File: src/hdl/core_decode_pkg.sv
// package: field layout, opcode groups, sequencer states and timing of the instruction decoder
package core_decode_pkg;

  // ==========================================================================
  // instruction set size and word layout
  // ==========================================================================
  localparam int STD_INSTR_COUNT = 75;
  localparam int EXT_INSTR_COUNT = 8;
  localparam int WORD_W = 16;
  localparam int ADDR_W = 12;
  localparam int PROG_W = 20;
  localparam int TOP_LSB = 12;
  localparam int HB_LSB = 8;
  localparam int F_LSB = 0;
  localparam int F_W = 8;
  localparam int D_BIT = 9;
  localparam int A_BIT = 8;
  localparam int B_LSB = 9;
  localparam int B_W = 3;
  localparam int K_W = 8;
  localparam int FSR_LSB = 4;
  localparam int FSR_W = 2;
  localparam int S_BIT = 0;
  localparam int MM_LSB = 0;
  localparam int MM_W = 2;
  localparam int N_W = 11;
  localparam int WIDE_K_HI_W = 4;

  // ==========================================================================
  // opcode groups, keyed on the upper nibble, the upper byte and low-byte tags
  // ==========================================================================
  localparam logic [3:0] TOP_MISC = 4'h0;
  localparam logic [3:0] TOP_BYTE_LO = 4'h1;
  localparam logic [3:0] TOP_SKIP = 4'h6;
  localparam logic [3:0] TOP_BIT_LO = 4'h7;
  localparam logic [3:0] TOP_BTEST_LO = 4'hA;
  localparam logic [3:0] TOP_BIT_HI = 4'hB;
  localparam logic [3:0] TOP_MOVE2 = 4'hC;
  localparam logic [3:0] TOP_BRA = 4'hD;
  localparam logic [3:0] TOP_SECOND = 4'hF;
  localparam logic [7:0] HB_CTRL = 8'h00;
  localparam logic [7:0] HB_BCC_LO = 8'hE0;
  localparam logic [7:0] HB_BCC_HI = 8'hE7;
  localparam logic [7:0] HB_EXT_LO = 8'hE8;
  localparam logic [7:0] HB_EXT_HI = 8'hEB;
  localparam logic [7:0] HB_CALL = 8'hEC;
  localparam logic [7:0] HB_LFSR = 8'hEE;
  localparam logic [7:0] HB_GOTO = 8'hEF;
  localparam logic [4:0] LB_TBL_TAG = 5'h01;
  localparam logic [5:0] LB_RET_TAG = 6'h04;

  // ==========================================================================
  // types
  // ==========================================================================
  typedef enum logic [1:0] {
    CLS_BYTE = 2'h0,
    CLS_BIT = 2'h1,
    CLS_LIT = 2'h2,
    CLS_CTRL = 2'h3
  } op_class_t;

  typedef enum logic [1:0] {
    ST_EXEC = 2'h0,
    ST_SECOND = 2'h1,
    ST_FLUSH = 2'h3
  } seq_state_t;

  // ==========================================================================
  // timing
  // ==========================================================================
  localparam int OSC_PER_ICYCLE = 4;
  localparam int CLK_HZ = 10_000_000;
  localparam int ICYCLE_NS = OSC_PER_ICYCLE * 1000 / (CLK_HZ / 1_000_000);
  localparam int REF_OSC_HZ = 4_000_000;
  localparam int REF_ICYCLE_NS = OSC_PER_ICYCLE * 1000 / (REF_OSC_HZ / 1_000_000);

endpackage

File: src/hdl/decode_if.sv
// interface: one program word in, its split fields out
interface decode_if;
  logic [15:0] word;
  logic ext_en;
  core_decode_pkg::op_class_t cls;
  logic is_first2;
  logic is_second;
  logic is_cond;
  logic is_jump;
  logic is_ext;
  logic ext_bad;
  logic table_op;
  logic [7:0] opcode;
  logic [7:0] file_addr;
  logic dest_file;
  logic banked;
  logic [2:0] bit_num;
  logic [7:0] literal;
  logic [1:0] fsr_sel;
  logic fast;
  logic [1:0] tmode;
  logic [10:0] n_field;

  modport extract (
    input word, ext_en,
    output cls, is_first2, is_second, is_cond, is_jump, is_ext, ext_bad, table_op,
    output opcode, file_addr, dest_file, banked, bit_num, literal, fsr_sel, fast,
    output tmode, n_field
  );
  modport use_fields (
    output word, ext_en,
    input cls, is_first2, is_second, is_cond, is_jump, is_ext, ext_bad, table_op,
    input opcode, file_addr, dest_file, banked, bit_num, literal, fsr_sel, fast,
    input tmode, n_field
  );
endinterface

File: src/hdl/op_fields.sv
// module: combinational split of one program word into group and operand fields
module op_fields
(
  decode_if.extract d
);
  logic [3:0] top;
  logic [7:0] hb;
  logic [7:0] lb;

  // ==========================================================================
  // grouping
  // ==========================================================================
  always_comb
  begin
    top = d.word[15:core_decode_pkg::TOP_LSB];
    hb = d.word[15:core_decode_pkg::HB_LSB];
    lb = d.word[7:0];
    d.opcode = hb; // see RL3
    d.is_second = (top == core_decode_pkg::TOP_SECOND); // see RL9
    d.is_first2 = (top == core_decode_pkg::TOP_MOVE2) || (hb == core_decode_pkg::HB_CALL)
      || (hb == core_decode_pkg::HB_LFSR) || (hb == core_decode_pkg::HB_GOTO); // see RL2
    d.is_ext = (hb >= core_decode_pkg::HB_EXT_LO) && (hb <= core_decode_pkg::HB_EXT_HI);
    d.ext_bad = d.is_ext && !d.ext_en; // see RL1
    d.table_op = (hb == core_decode_pkg::HB_CTRL)
      && (lb[7:3] == core_decode_pkg::LB_TBL_TAG);
    d.is_jump = (top == core_decode_pkg::TOP_BRA) || (hb == core_decode_pkg::HB_CALL)
      || (hb == core_decode_pkg::HB_GOTO)
      || ((hb == core_decode_pkg::HB_CTRL) && (lb[7:2] == core_decode_pkg::LB_RET_TAG));
    d.is_cond = (top == core_decode_pkg::TOP_SKIP)
      || ((top >= core_decode_pkg::TOP_BTEST_LO) && (top <= core_decode_pkg::TOP_BIT_HI))
      || ((hb >= core_decode_pkg::HB_BCC_LO) && (hb <= core_decode_pkg::HB_BCC_HI));
    // see RL4
    if (top == core_decode_pkg::TOP_MISC)
      d.cls = (hb == core_decode_pkg::HB_CTRL) ? core_decode_pkg::CLS_CTRL
        : core_decode_pkg::CLS_LIT;
    else if ((top >= core_decode_pkg::TOP_BYTE_LO) && (top <= core_decode_pkg::TOP_SKIP))
      d.cls = core_decode_pkg::CLS_BYTE;
    else if (top == core_decode_pkg::TOP_MOVE2)
      d.cls = core_decode_pkg::CLS_BYTE;
    else if ((top >= core_decode_pkg::TOP_BIT_LO) && (top <= core_decode_pkg::TOP_BIT_HI))
      d.cls = core_decode_pkg::CLS_BIT;
    else if (hb == core_decode_pkg::HB_LFSR)
      d.cls = core_decode_pkg::CLS_LIT;
    else
      d.cls = core_decode_pkg::CLS_CTRL;
  end

  // ==========================================================================
  // operand fields, always extracted; the group says which are meaningful
  // ==========================================================================
  always_comb
  begin
    d.file_addr = d.word[core_decode_pkg::F_LSB +: core_decode_pkg::F_W]; // see RL5
    d.dest_file = d.word[core_decode_pkg::D_BIT]; // see RL5
    d.banked = d.word[core_decode_pkg::A_BIT]; // see RL14
    d.bit_num = d.word[core_decode_pkg::B_LSB +: core_decode_pkg::B_W]; // see RL6
    d.literal = d.word[0 +: core_decode_pkg::K_W]; // see RL7
    d.fsr_sel = d.word[core_decode_pkg::FSR_LSB +: core_decode_pkg::FSR_W]; // see RL7
    d.fast = d.word[core_decode_pkg::S_BIT]; // see RL16
    d.tmode = d.word[core_decode_pkg::MM_LSB +: core_decode_pkg::MM_W]; // see RL15
    d.n_field = d.word[0 +: core_decode_pkg::N_W]; // see RL8
  end
endmodule // op_fields

File: src/hdl/core_instruction_decode_timing.sv
// module: instruction decoder and instruction-cycle sequencer of the core
// Operation
// RL1: decodes 75 standard instructions plus 8 extended ones, gated by ext_en.
// RL2: most instructions are one 16-bit word; four span two words.
// RL3: a one-word instruction splits into opcode and operand fields.
// RL4: every instruction is grouped as byte, bit, literal or control.
// RL5: byte ops carry file address, destination and access bits; d=0 targets accumulator.
// RL6: bit ops carry file address, bit number and access bit.
// RL7: literal ops carry a constant, optionally a pointer register select.
// RL8: control ops carry program address, fast select, table mode or nothing.
// RL9: two-word instructions hold 32 bits; second word top nibble is all ones.
// RL10: a second word executed on its own behaves as a no-operation.
// RL11: one-word ops take one cycle; taken tests or jumps add a nop cycle.
// RL12: every two-word instruction takes two instruction cycles.
// RL13: one instruction cycle is four oscillator periods.
// RL14: access bit clear uses the fixed region; set uses the bank selector.
// RL15: table mode picks no change, post-inc, post-dec or pre-inc.
// RL16: fast select clear leaves shadows alone; set saves or restores them.
// RL17: unlisted patterns decode consistently, extended ones as nop when disabled.
module core_instruction_decode_timing
#(
  parameter int Q_PHASES = core_decode_pkg::OSC_PER_ICYCLE
)
(
  input wire logic clk,
  input wire logic rst_n,
  input wire logic [15:0] instr_word,
  input wire logic ext_en,
  input wire logic cond_true,
  output logic icycle_strobe,
  output logic word_dropped,
  output logic exec_valid,
  output logic exec_nop,
  output logic two_word,
  output logic is_extended,
  output core_decode_pkg::op_class_t op_class,
  output logic [7:0] opcode,
  output logic [11:0] file_addr,
  output logic [11:0] dst_addr,
  output logic dest_file,
  output logic banked,
  output logic [2:0] bit_num,
  output logic [11:0] literal,
  output logic [1:0] fsr_sel,
  output logic [19:0] prog_addr,
  output logic fast_mode,
  output logic table_op,
  output logic [1:0] table_mode
);
  localparam int QW = (Q_PHASES > 2) ? $clog2(Q_PHASES) : 1;
  localparam logic [QW-1:0] Q_LAST = QW'(Q_PHASES - 1);

  if (Q_PHASES < 2)
  begin : g_bad_phases
    $error("Q_PHASES must be at least 2");
  end

  decode_if dif ();

  op_fields u_fields
  (
    .d(dif.extract)
  );

  logic [QW-1:0] q_reg;
  logic boundary;
  core_decode_pkg::seq_state_t state_reg;
  core_decode_pkg::seq_state_t state_next;
  logic [15:0] first_reg;
  logic jump_reg;
  logic cond_reg;
  logic flush_due;
  logic orphan;

  assign dif.word = instr_word;
  assign dif.ext_en = ext_en;

  // ==========================================================================
  // oscillator phase counter
  // ==========================================================================
  always_ff @(posedge clk or negedge rst_n)
  begin
    if (!rst_n)
      q_reg <= '0;
    else if (q_reg == Q_LAST)
      q_reg <= '0; // see RL13
    else
      q_reg <= q_reg + QW'(1);
  end

  assign boundary = (q_reg == Q_LAST);
  assign icycle_strobe = boundary;
  // a taken test or one-word jump throws away the word fetched behind it
  assign flush_due = (state_reg == core_decode_pkg::ST_EXEC)
    && (jump_reg || (cond_reg && cond_true)); // see RL11
  // second words outside a two-word pair and disabled extended codes never reach the datapath as work
  assign orphan = dif.is_second || dif.ext_bad; // see RL10 see RL17
  assign word_dropped = boundary && flush_due;

  // ==========================================================================
  // sequencer
  // ==========================================================================
  always_comb
  begin
    state_next = state_reg;
    case (state_reg)
      core_decode_pkg::ST_EXEC,
      core_decode_pkg::ST_FLUSH:
      begin
        if (flush_due)
          state_next = core_decode_pkg::ST_FLUSH;
        else if (dif.is_first2)
          state_next = core_decode_pkg::ST_SECOND; // see RL12
        else
          state_next = core_decode_pkg::ST_EXEC;
      end
      core_decode_pkg::ST_SECOND:
        state_next = core_decode_pkg::ST_EXEC;
      default:
        state_next = core_decode_pkg::ST_EXEC;
    endcase
  end

  always_ff @(posedge clk or negedge rst_n)
  begin
    if (!rst_n)
      state_reg <= core_decode_pkg::ST_EXEC;
    else if (boundary)
      state_reg <= state_next;
  end

  always_ff @(posedge clk or negedge rst_n)
  begin
    if (!rst_n)
      first_reg <= 16'h0000;
    else if (boundary && (state_next == core_decode_pkg::ST_SECOND))
      first_reg <= instr_word;
  end

  // what the instruction now issued will demand of the next boundary
  always_ff @(posedge clk or negedge rst_n)
  begin
    if (!rst_n)
    begin
      jump_reg <= 1'b0;
      cond_reg <= 1'b0;
    end
    else if (boundary)
    begin
      if (state_reg == core_decode_pkg::ST_SECOND || flush_due || orphan || dif.is_first2)
      begin
        jump_reg <= 1'b0;
        cond_reg <= 1'b0;
      end
      else
      begin
        jump_reg <= dif.is_jump;
        cond_reg <= dif.is_cond;
      end
    end
  end

  // ==========================================================================
  // issued instruction
  // ==========================================================================
  always_ff @(posedge clk or negedge rst_n)
  begin
    if (!rst_n)
    begin
      exec_valid <= 1'b0;
      exec_nop <= 1'b0;
      two_word <= 1'b0;
    end
    else if (boundary)
    begin
      if (state_reg == core_decode_pkg::ST_SECOND)
      begin
        exec_valid <= 1'b1; // see RL12
        exec_nop <= 1'b0;
        two_word <= 1'b1;
      end
      else if (flush_due || orphan)
      begin
        exec_valid <= 1'b1; // see RL11 see RL10
        exec_nop <= 1'b1;
        two_word <= 1'b0;
      end
      else
      begin
        exec_valid <= !dif.is_first2;
        exec_nop <= 1'b0;
        two_word <= 1'b0;
      end
    end
  end

  always_ff @(posedge clk or negedge rst_n)
  begin
    if (!rst_n)
    begin
      op_class <= core_decode_pkg::CLS_CTRL;
      opcode <= 8'h00;
      is_extended <= 1'b0;
      file_addr <= 12'h000;
      dst_addr <= 12'h000;
      dest_file <= 1'b0;
      banked <= 1'b0;
      bit_num <= 3'h0;
      literal <= 12'h000;
      fsr_sel <= 2'h0;
      prog_addr <= 20'h00000;
      fast_mode <= 1'b0;
      table_op <= 1'b0;
      table_mode <= 2'h0;
    end
    else if (boundary && state_reg == core_decode_pkg::ST_SECOND)
    begin
      // the operands of a two-word instruction span both words
      file_addr <= first_reg[11:0]; // see RL9
      dst_addr <= instr_word[11:0];
      literal <= {first_reg[0 +: core_decode_pkg::WIDE_K_HI_W], instr_word[7:0]};
      prog_addr <= {instr_word[11:0], first_reg[7:0]};
    end
    else if (boundary && !flush_due)
    begin
      op_class <= dif.cls; // see RL4
      opcode <= dif.opcode; // see RL3
      is_extended <= dif.is_ext; // see RL1
      file_addr <= {4'h0, dif.file_addr}; // see RL5 see RL6
      dst_addr <= 12'h000;
      dest_file <= dif.dest_file; // see RL5
      banked <= dif.banked; // see RL14
      bit_num <= dif.bit_num; // see RL6
      literal <= {4'h0, dif.literal}; // see RL7
      fsr_sel <= dif.fsr_sel; // see RL7
      prog_addr <= {9'h000, dif.n_field}; // see RL8
      fast_mode <= dif.fast; // see RL16
      table_op <= dif.table_op;
      table_mode <= dif.tmode; // see RL15
    end
  end
endmodule // core_instruction_decode_timing

File: config.mk
export PLATFORM = sky130hd
export DESIGN_NAME = core_instruction_decode_timing
export DESIGN_NICKNAME = d
export VERILOG_FILES = /design/src/hdl/core_decode_pkg.sv /design/src/hdl/decode_if.sv /design/src/hdl/op_fields.sv /design/src/hdl/core_instruction_decode_timing.sv
export SDC_FILE = /design/constraint.sdc
export NUM_CORES = 1
export LEC_CHECK = 0
export ABC_CLOCK_PERIOD_IN_PS = 1800
export BUFFER_PORTS_ARGS = -buffer_cell sky130_fd_sc_hd__buf_2
export CAP_MARGIN = 0
export CORE_ASPECT_RATIO = 1.75
export CORE_MARGIN = 1
export CORE_UTILIZATION = 35
export CTS_CLUSTER_DIAMETER = 60
export CTS_CLUSTER_SIZE = 8
export DETAILED_ROUTE_END_ITERATION = 8
export GPL_TIMING_DRIVEN = 0
export PLACE_DENSITY_LB_ADDON = 0.08
export REMOVE_ABC_BUFFERS = 1
export SYNTH_ARGS = -nofsm -noshare
export SYNTH_HDL_FRONTEND = slang
export SYNTH_SLANG_ARGS = --single-unit
File: constraint.sdc
create_clock -name clk -period 1.8 [get_ports clk]
set_input_delay 0 -clock clk [delete_from_list [all_inputs] [get_ports clk]]
set_output_delay 0 -clock clk [all_outputs]
set_load 0.02 [all_outputs]
# After elaboration in Yosys (flattened, before gate mapping)

Cells that the tools add are included.

Register bits after elaboration: 99
Bits of input ports: 20
Output and inout bits: 83
Logic and storage cells: 107

$add $sub $neg: 1
$lt $le $gt $ge: 9
Equality and inequality tests: 13
Multiplexer cells: 24
Bitwise operators: 1
Reductions and logical operators: 37

Operators with widths:

| cell                                                               | number |
|---|---|
| 2-to-1 mux 12 bit                                                  | 5 |
| 2-to-1 mux 20 bit                                                  | 2 |
| equality test 8 bit (second input constant)                        | 3 |
| greater-or-equal comparator 8 bit (second input constant)          | 2 |
| <= comparator 8 bit (second input constant)                        | 2 |
| logical AND 1 bit                                                  | 14 |
| logical OR 1 bit                                                   | 14 |
| 2-to-1 mux 2 bit                                                   | 7 |
| equality test 4 bit (second input constant)                        | 3 |
| 2-to-1 mux 1 bit                                                   | 10 |
| logical NOT 8 bit                                                  | 1 |
| equality test 6 x 3 -> 1 bit (second input constant)               | 1 |
| equality test 5 x 1 -> 1 bit (second input constant)               | 1 |
| equality test 2 x 1 -> 1 bit (second input constant)               | 2 |
| equality test 2 bit (second input constant)                        | 2 |
| equality test 4 x 3 -> 1 bit (second input constant)               | 1 |
| greater-or-equal comparator 4 x 1 -> 1 bit (second input constant) | 1 |
| greater-or-equal comparator 4 x 3 -> 1 bit (second input constant) | 1 |
| greater-or-equal comparator 4 bit (second input constant)          | 1 |
| <= comparator 4 x 3 -> 1 bit (second input constant)               | 1 |
| <= comparator 4 bit (second input constant)                        | 1 |
| logical NOT 4 bit                                                  | 1 |
| logical NOT 1 bit                                                  | 3 |
| adder 2 x 1 -> 2 bit (second input constant)                       | 1 |
| 5 further kinds                                                    | 5 |

# Logic depth before layout (Yosys ltp)

Word-level depth: 9
Mapped depth: 8
Gate-level depth less buffers: 6

# Modules after synthesis

From an unflattened synthesis, not the netlist that was laid out.

Cell total of the unflattened synthesis: 372
Area, all modules: 4,374.2 um2

By module, submodules not included:

| module                         | instances | cells each | area each (um2) | seq. area each (um2) |
|---|---|---|---|---|
| core_instruction_decode_timing | 1         | 292        | 3,811.2         | 2,254.7 |
| op_fields                      | 1         | 80         | 563.0           | 0.0 |

# Worst setup path after synthesis

Ideal clock, no wire load.

Path type: flip-flop to flip-flop
From: register q_reg[0]
To: register first_reg[0]
Library setup time: 125 ps
Arrival: 1,960 ps
Data required time: 1,675 ps
Setup slack: -286 ps
Cell stages (with the launch flop): 7
Buffers on the path: 2
Clock period less this slack: 2,086 ps
Cell sequence: dfrtp_1 -> ha_1 -> clkbuf_1 -> and2_1 -> or3b_4 -> buf_6 -> mux2_4

Cells in the longest elaborated chain, start to end: 2

Ends and longest elaborated chain:

| element                  | RTL line                              | source |
|---|---|---|
| start: declaration       | core_instruction_decode_timing.sv:65  | `logic [QW-1:0] q_reg;` |
| start signal: assignment | core_instruction_decode_timing.sv:88  | `q_reg <= q_reg + QW'(1);` |
| equality test 2 bit      | core_instruction_decode_timing.sv:91  | `assign boundary = (q_reg == Q_LAST);` |
| named net icycle_strobe  | core_instruction_decode_timing.sv:30  | `output logic icycle_strobe,` |
| logical AND 1 bit        | core_instruction_decode_timing.sv:136 | `else if (boundary && (state_next == core_decode_pkg::ST_SECOND))` |
| end signal: assignment   | core_instruction_decode_timing.sv:137 | `first_reg <= instr_word;` |
| end: declaration         | core_instruction_decode_timing.sv:69  | `logic [15:0] first_reg;` |

The timed path passes the listed nets, and every way through them passes these cells.
A chain may end at the register's enable or synchronous reset.

# Worst setup path after layout

From: register cond_reg
To: register first_reg[4]

Cells in the longest elaborated chain, start to end: 7

Ends and longest elaborated chain:

| element                      | RTL line                              | source |
|---|---|---|
| start: declaration           | core_instruction_decode_timing.sv:71  | `logic cond_reg;` |
| start signal: assignment     | core_instruction_decode_timing.sv:158 | `cond_reg <= dif.is_cond;` |
| logical AND 1 bit            | core_instruction_decode_timing.sv:95  | `&& (jump_reg \|\| (cond_reg && cond_true));` |
| logical OR 1 bit             | core_instruction_decode_timing.sv:95  |  |
| logical AND 1 bit            | core_instruction_decode_timing.sv:95  |  |
| 2-to-1 mux 2 bit             | core_instruction_decode_timing.sv:110 | `if (flush_due)` |
| 2-to-1 mux 2 bit             | core_instruction_decode_timing.sv:106 | `case (state_reg)` |
| equality test 2 x 1 -> 1 bit | core_instruction_decode_timing.sv:136 |  |
| logical AND 1 bit            | core_instruction_decode_timing.sv:136 |  |

Every way passes these cells.

==> impl_metrics.tcl <==
set metrics [dict create \
    synth_cell_types 46 \
    cts_tree "yes" \
    synth-edff-count 0 \
    ir_drop_uv 632 \
    root_buffer "clkbuf_16" \
    p_per_area_nw_per_um2 1190 \
    finalInstanceArea_um2 4530 \
    gr-usage-met3 0.0331 \
    postPlaceCellArea_um2 3880 \
    setup_viol_count_final 10 \
    grt_pass1_wl_um 14200 \
    hold_ws_ns 0.0129 \
    slew_headroom 0.546 \
    num_rows 47 \
    power.total_mw 5.38 \
    grt_pass1_vias 2546 \
    met2_usage 0.302 \
    cts_sinks 76 \
    hold_viol 0 \
    die_h_um 133 \
    synth-seq-cells 76 \
    hold_class "input port to register" \
    grt_max_degree 65 \
    endpoint_kind "register" \
    ys_warn_count 0 \
    gr-max-usage-layer "met2" \
    rsz0062_at_grt "yes" \
    drtPass1Iterations 4 \
    worst_pin_slew_ns 0.674 \
    ys_seq_area_frac 0.557 \
    layout-drive-gt1-share 0.419 \
    fmax_mhz 545 \
    initial_utilization 0.361 \
    path_max_fanout 6 \
    antenna_found_initial 0 \
    nFillCells 915 \
    cts_buffer_depth 2 \
    viasPerCell 4.97 \
    place_hpwl_um 5430 \
    h-tree-depth 3 \
    remaining_drc_errors 0 \
    num_vias 2625 \
    violations "negative setup slack" \
    finClkSkew_ns 0.00780 \
    leakagePower_nw 2.31 \
    dieArea_um2 10200 \
    syn_area_um2 3420 \
    final_cell_mix "101 x buf_2, 74 x dfrtp_1, 62 x nand2_1" \
    gp_congestion 0.680 \
    crit_arrival_ns 2.05 \
    clk_pin_slew_worst_paths_ns 0.06 \
    reg2reg_slack_ns -0.04 \
    synth.avg_cell_area_um2 11.4 \
    first_iter_violations 112 \
    syn_inst 301 \
    synthArstFlopShare 1.00 \
    startpoint_type "register" \
    final_cells 528 \
    worstPathRequired_ns 2.02 \
    overflow 0 \
    core_um2 9470 \
    place_inst 483 \
    final_common_cell "buf_2" \
    io_buffers 102 \
    maxSlewViolCount 0 \
    die_w_um 76.7 \
    timing.final.crit_share 1.02 \
    wl_um 9030 \
    diodes 0 \
    grt_usage 0.184 \
    fin_crit_ns 1.84 \
    cts_buffers 9 \
    grtUsageMet1 0.236 \
    top_level_ports 103 \
    wl_per_cell_um 17.1 \
    fin_ws_ns -0.0358 \
    ant_nets 0 \
    clk_latency_ns 0.33 \
    maxCapViolations 0 \
    ys.flop_type "dfrtp_1" \
    area_growth_pct 32.6 \
    criticalPathCategory "register to register" \
    fin_nets 424 \
    status "finished, violations left" \
]
[where the power goes]
part           total, mW  internal, mW  switching [mW]
clock               2.11          1.43           0.686
sequential          2.12          1.97           0.150
combinational       1.15         0.450           0.696
[cell usage after synthesis (2+ instances only)]
cell | count | area (um2)
a21oi_1 | 3 | 15.0
a22o_1 | 16 | 140
a22oi_1 | 4 | 30.0
and2_1 | 4 | 25.0
buf_2 | 5 | 25.0
buf_4 | 25 | 188
clkbuf_1 | 12 | 45.0
dfrtp_1 | 74 | 1850
dfstp_2 | 2 | 52.6
ha_1 | 3 | 37.5
inv_1 | 7 | 26.3
mux2_2 | 14 | 158
mux2_4 | 10 | 150
mux2i_1 | 7 | 70.1
nand2_1 | 62 | 233
nand2b_1 | 2 | 12.5
nand3b_1 | 2 | 15.0
nand4_1 | 2 | 12.5
nand4b_1 | 2 | 17.5
nor2_1 | 3 | 11.3
nor2b_1 | 2 | 12.5
nor4_1 | 2 | 12.5
o21ai_0 | 11 | 55.1
o221ai_1 | 4 | 35.0
or4_1 | 2 | 15.0
[what timing repair did]
item	in CTS	in global routing
pin swaps	6	2
setup buffers	10	2
hold buffers	14	0
resized for setup	13	1
gates cloned	2	1
setup endpoints to repair	70	27
endpoints found under the hold margin	97	0
[worst paths after layout]
kind,startpoint,to,depth (start not counted)
hold reg to reg,literal[8],literal[8],2
setup reg to reg,cond_reg,first_reg[4],6
max in group asynchronous,rst_n,op_class[1],3
setup / recovery,cond_reg,first_reg[4],6
hold / removal,instr_word[10],opcode[2],3
min in group asynchronous,rst_n,dst_addr[10],2
[cell type report]
cell class                 instances  area (um2)  share of cell area
sequential                        76        1900               0.420
inverter                           7        26.3             0.00580
clock buffer                      12         256              0.0566
multi-input combinational        176        1280               0.283
clock inverter                     4        95.1              0.0210
timing repair buffer             131         811               0.179
tap                              122         153              0.0337
[logic make-up (layout without fill, tap and decap cells)]
family,Yosys count,in the layout,share of synthesized area
AOI/OAI and AO/OA,52,53,0.113
xor gates and xnor gates,1,1,0.00256
adders and majority gates,3,3,0.0110
buffers and inverters,51,154,0.0875
DFF,76,76,0.557
muxes,31,31,0.111
and+or+nand+nor,87,88,0.118
[metal layers]
layer / routed length, um / share of wire
met1: 3920 / 0.43
met2: 4660 / 0.52
met3: 318 / 0.035
met4: 137 / 0.015
met5: 0 / 0
[through the flow]
step | TNS [ns] | utilization | setup slack, ns
final | -0.188 | 0.478 | -0.0358
after detailed placement | -43.38 | 0.409 | -0.914
after CTS | -0.477 | 0.476 | -0.0617
after global placement | -80.59 | 0.402 | -1.87
after floorplan | -30.44 | - | -0.891
after global routing | -1.26 | 0.478 | -0.0908
[worst max-delay path, stage by stage, from the launching register on]
cell	delay (ns)
dfrtp_1	0.37
and2_4	0.15
o21ai_4	0.13
buf_6	0.11
and2_4	0.15
or3b_4	0.47
mux2_4	0.33
Note: power is estimated with default switching activity, not from simulation.
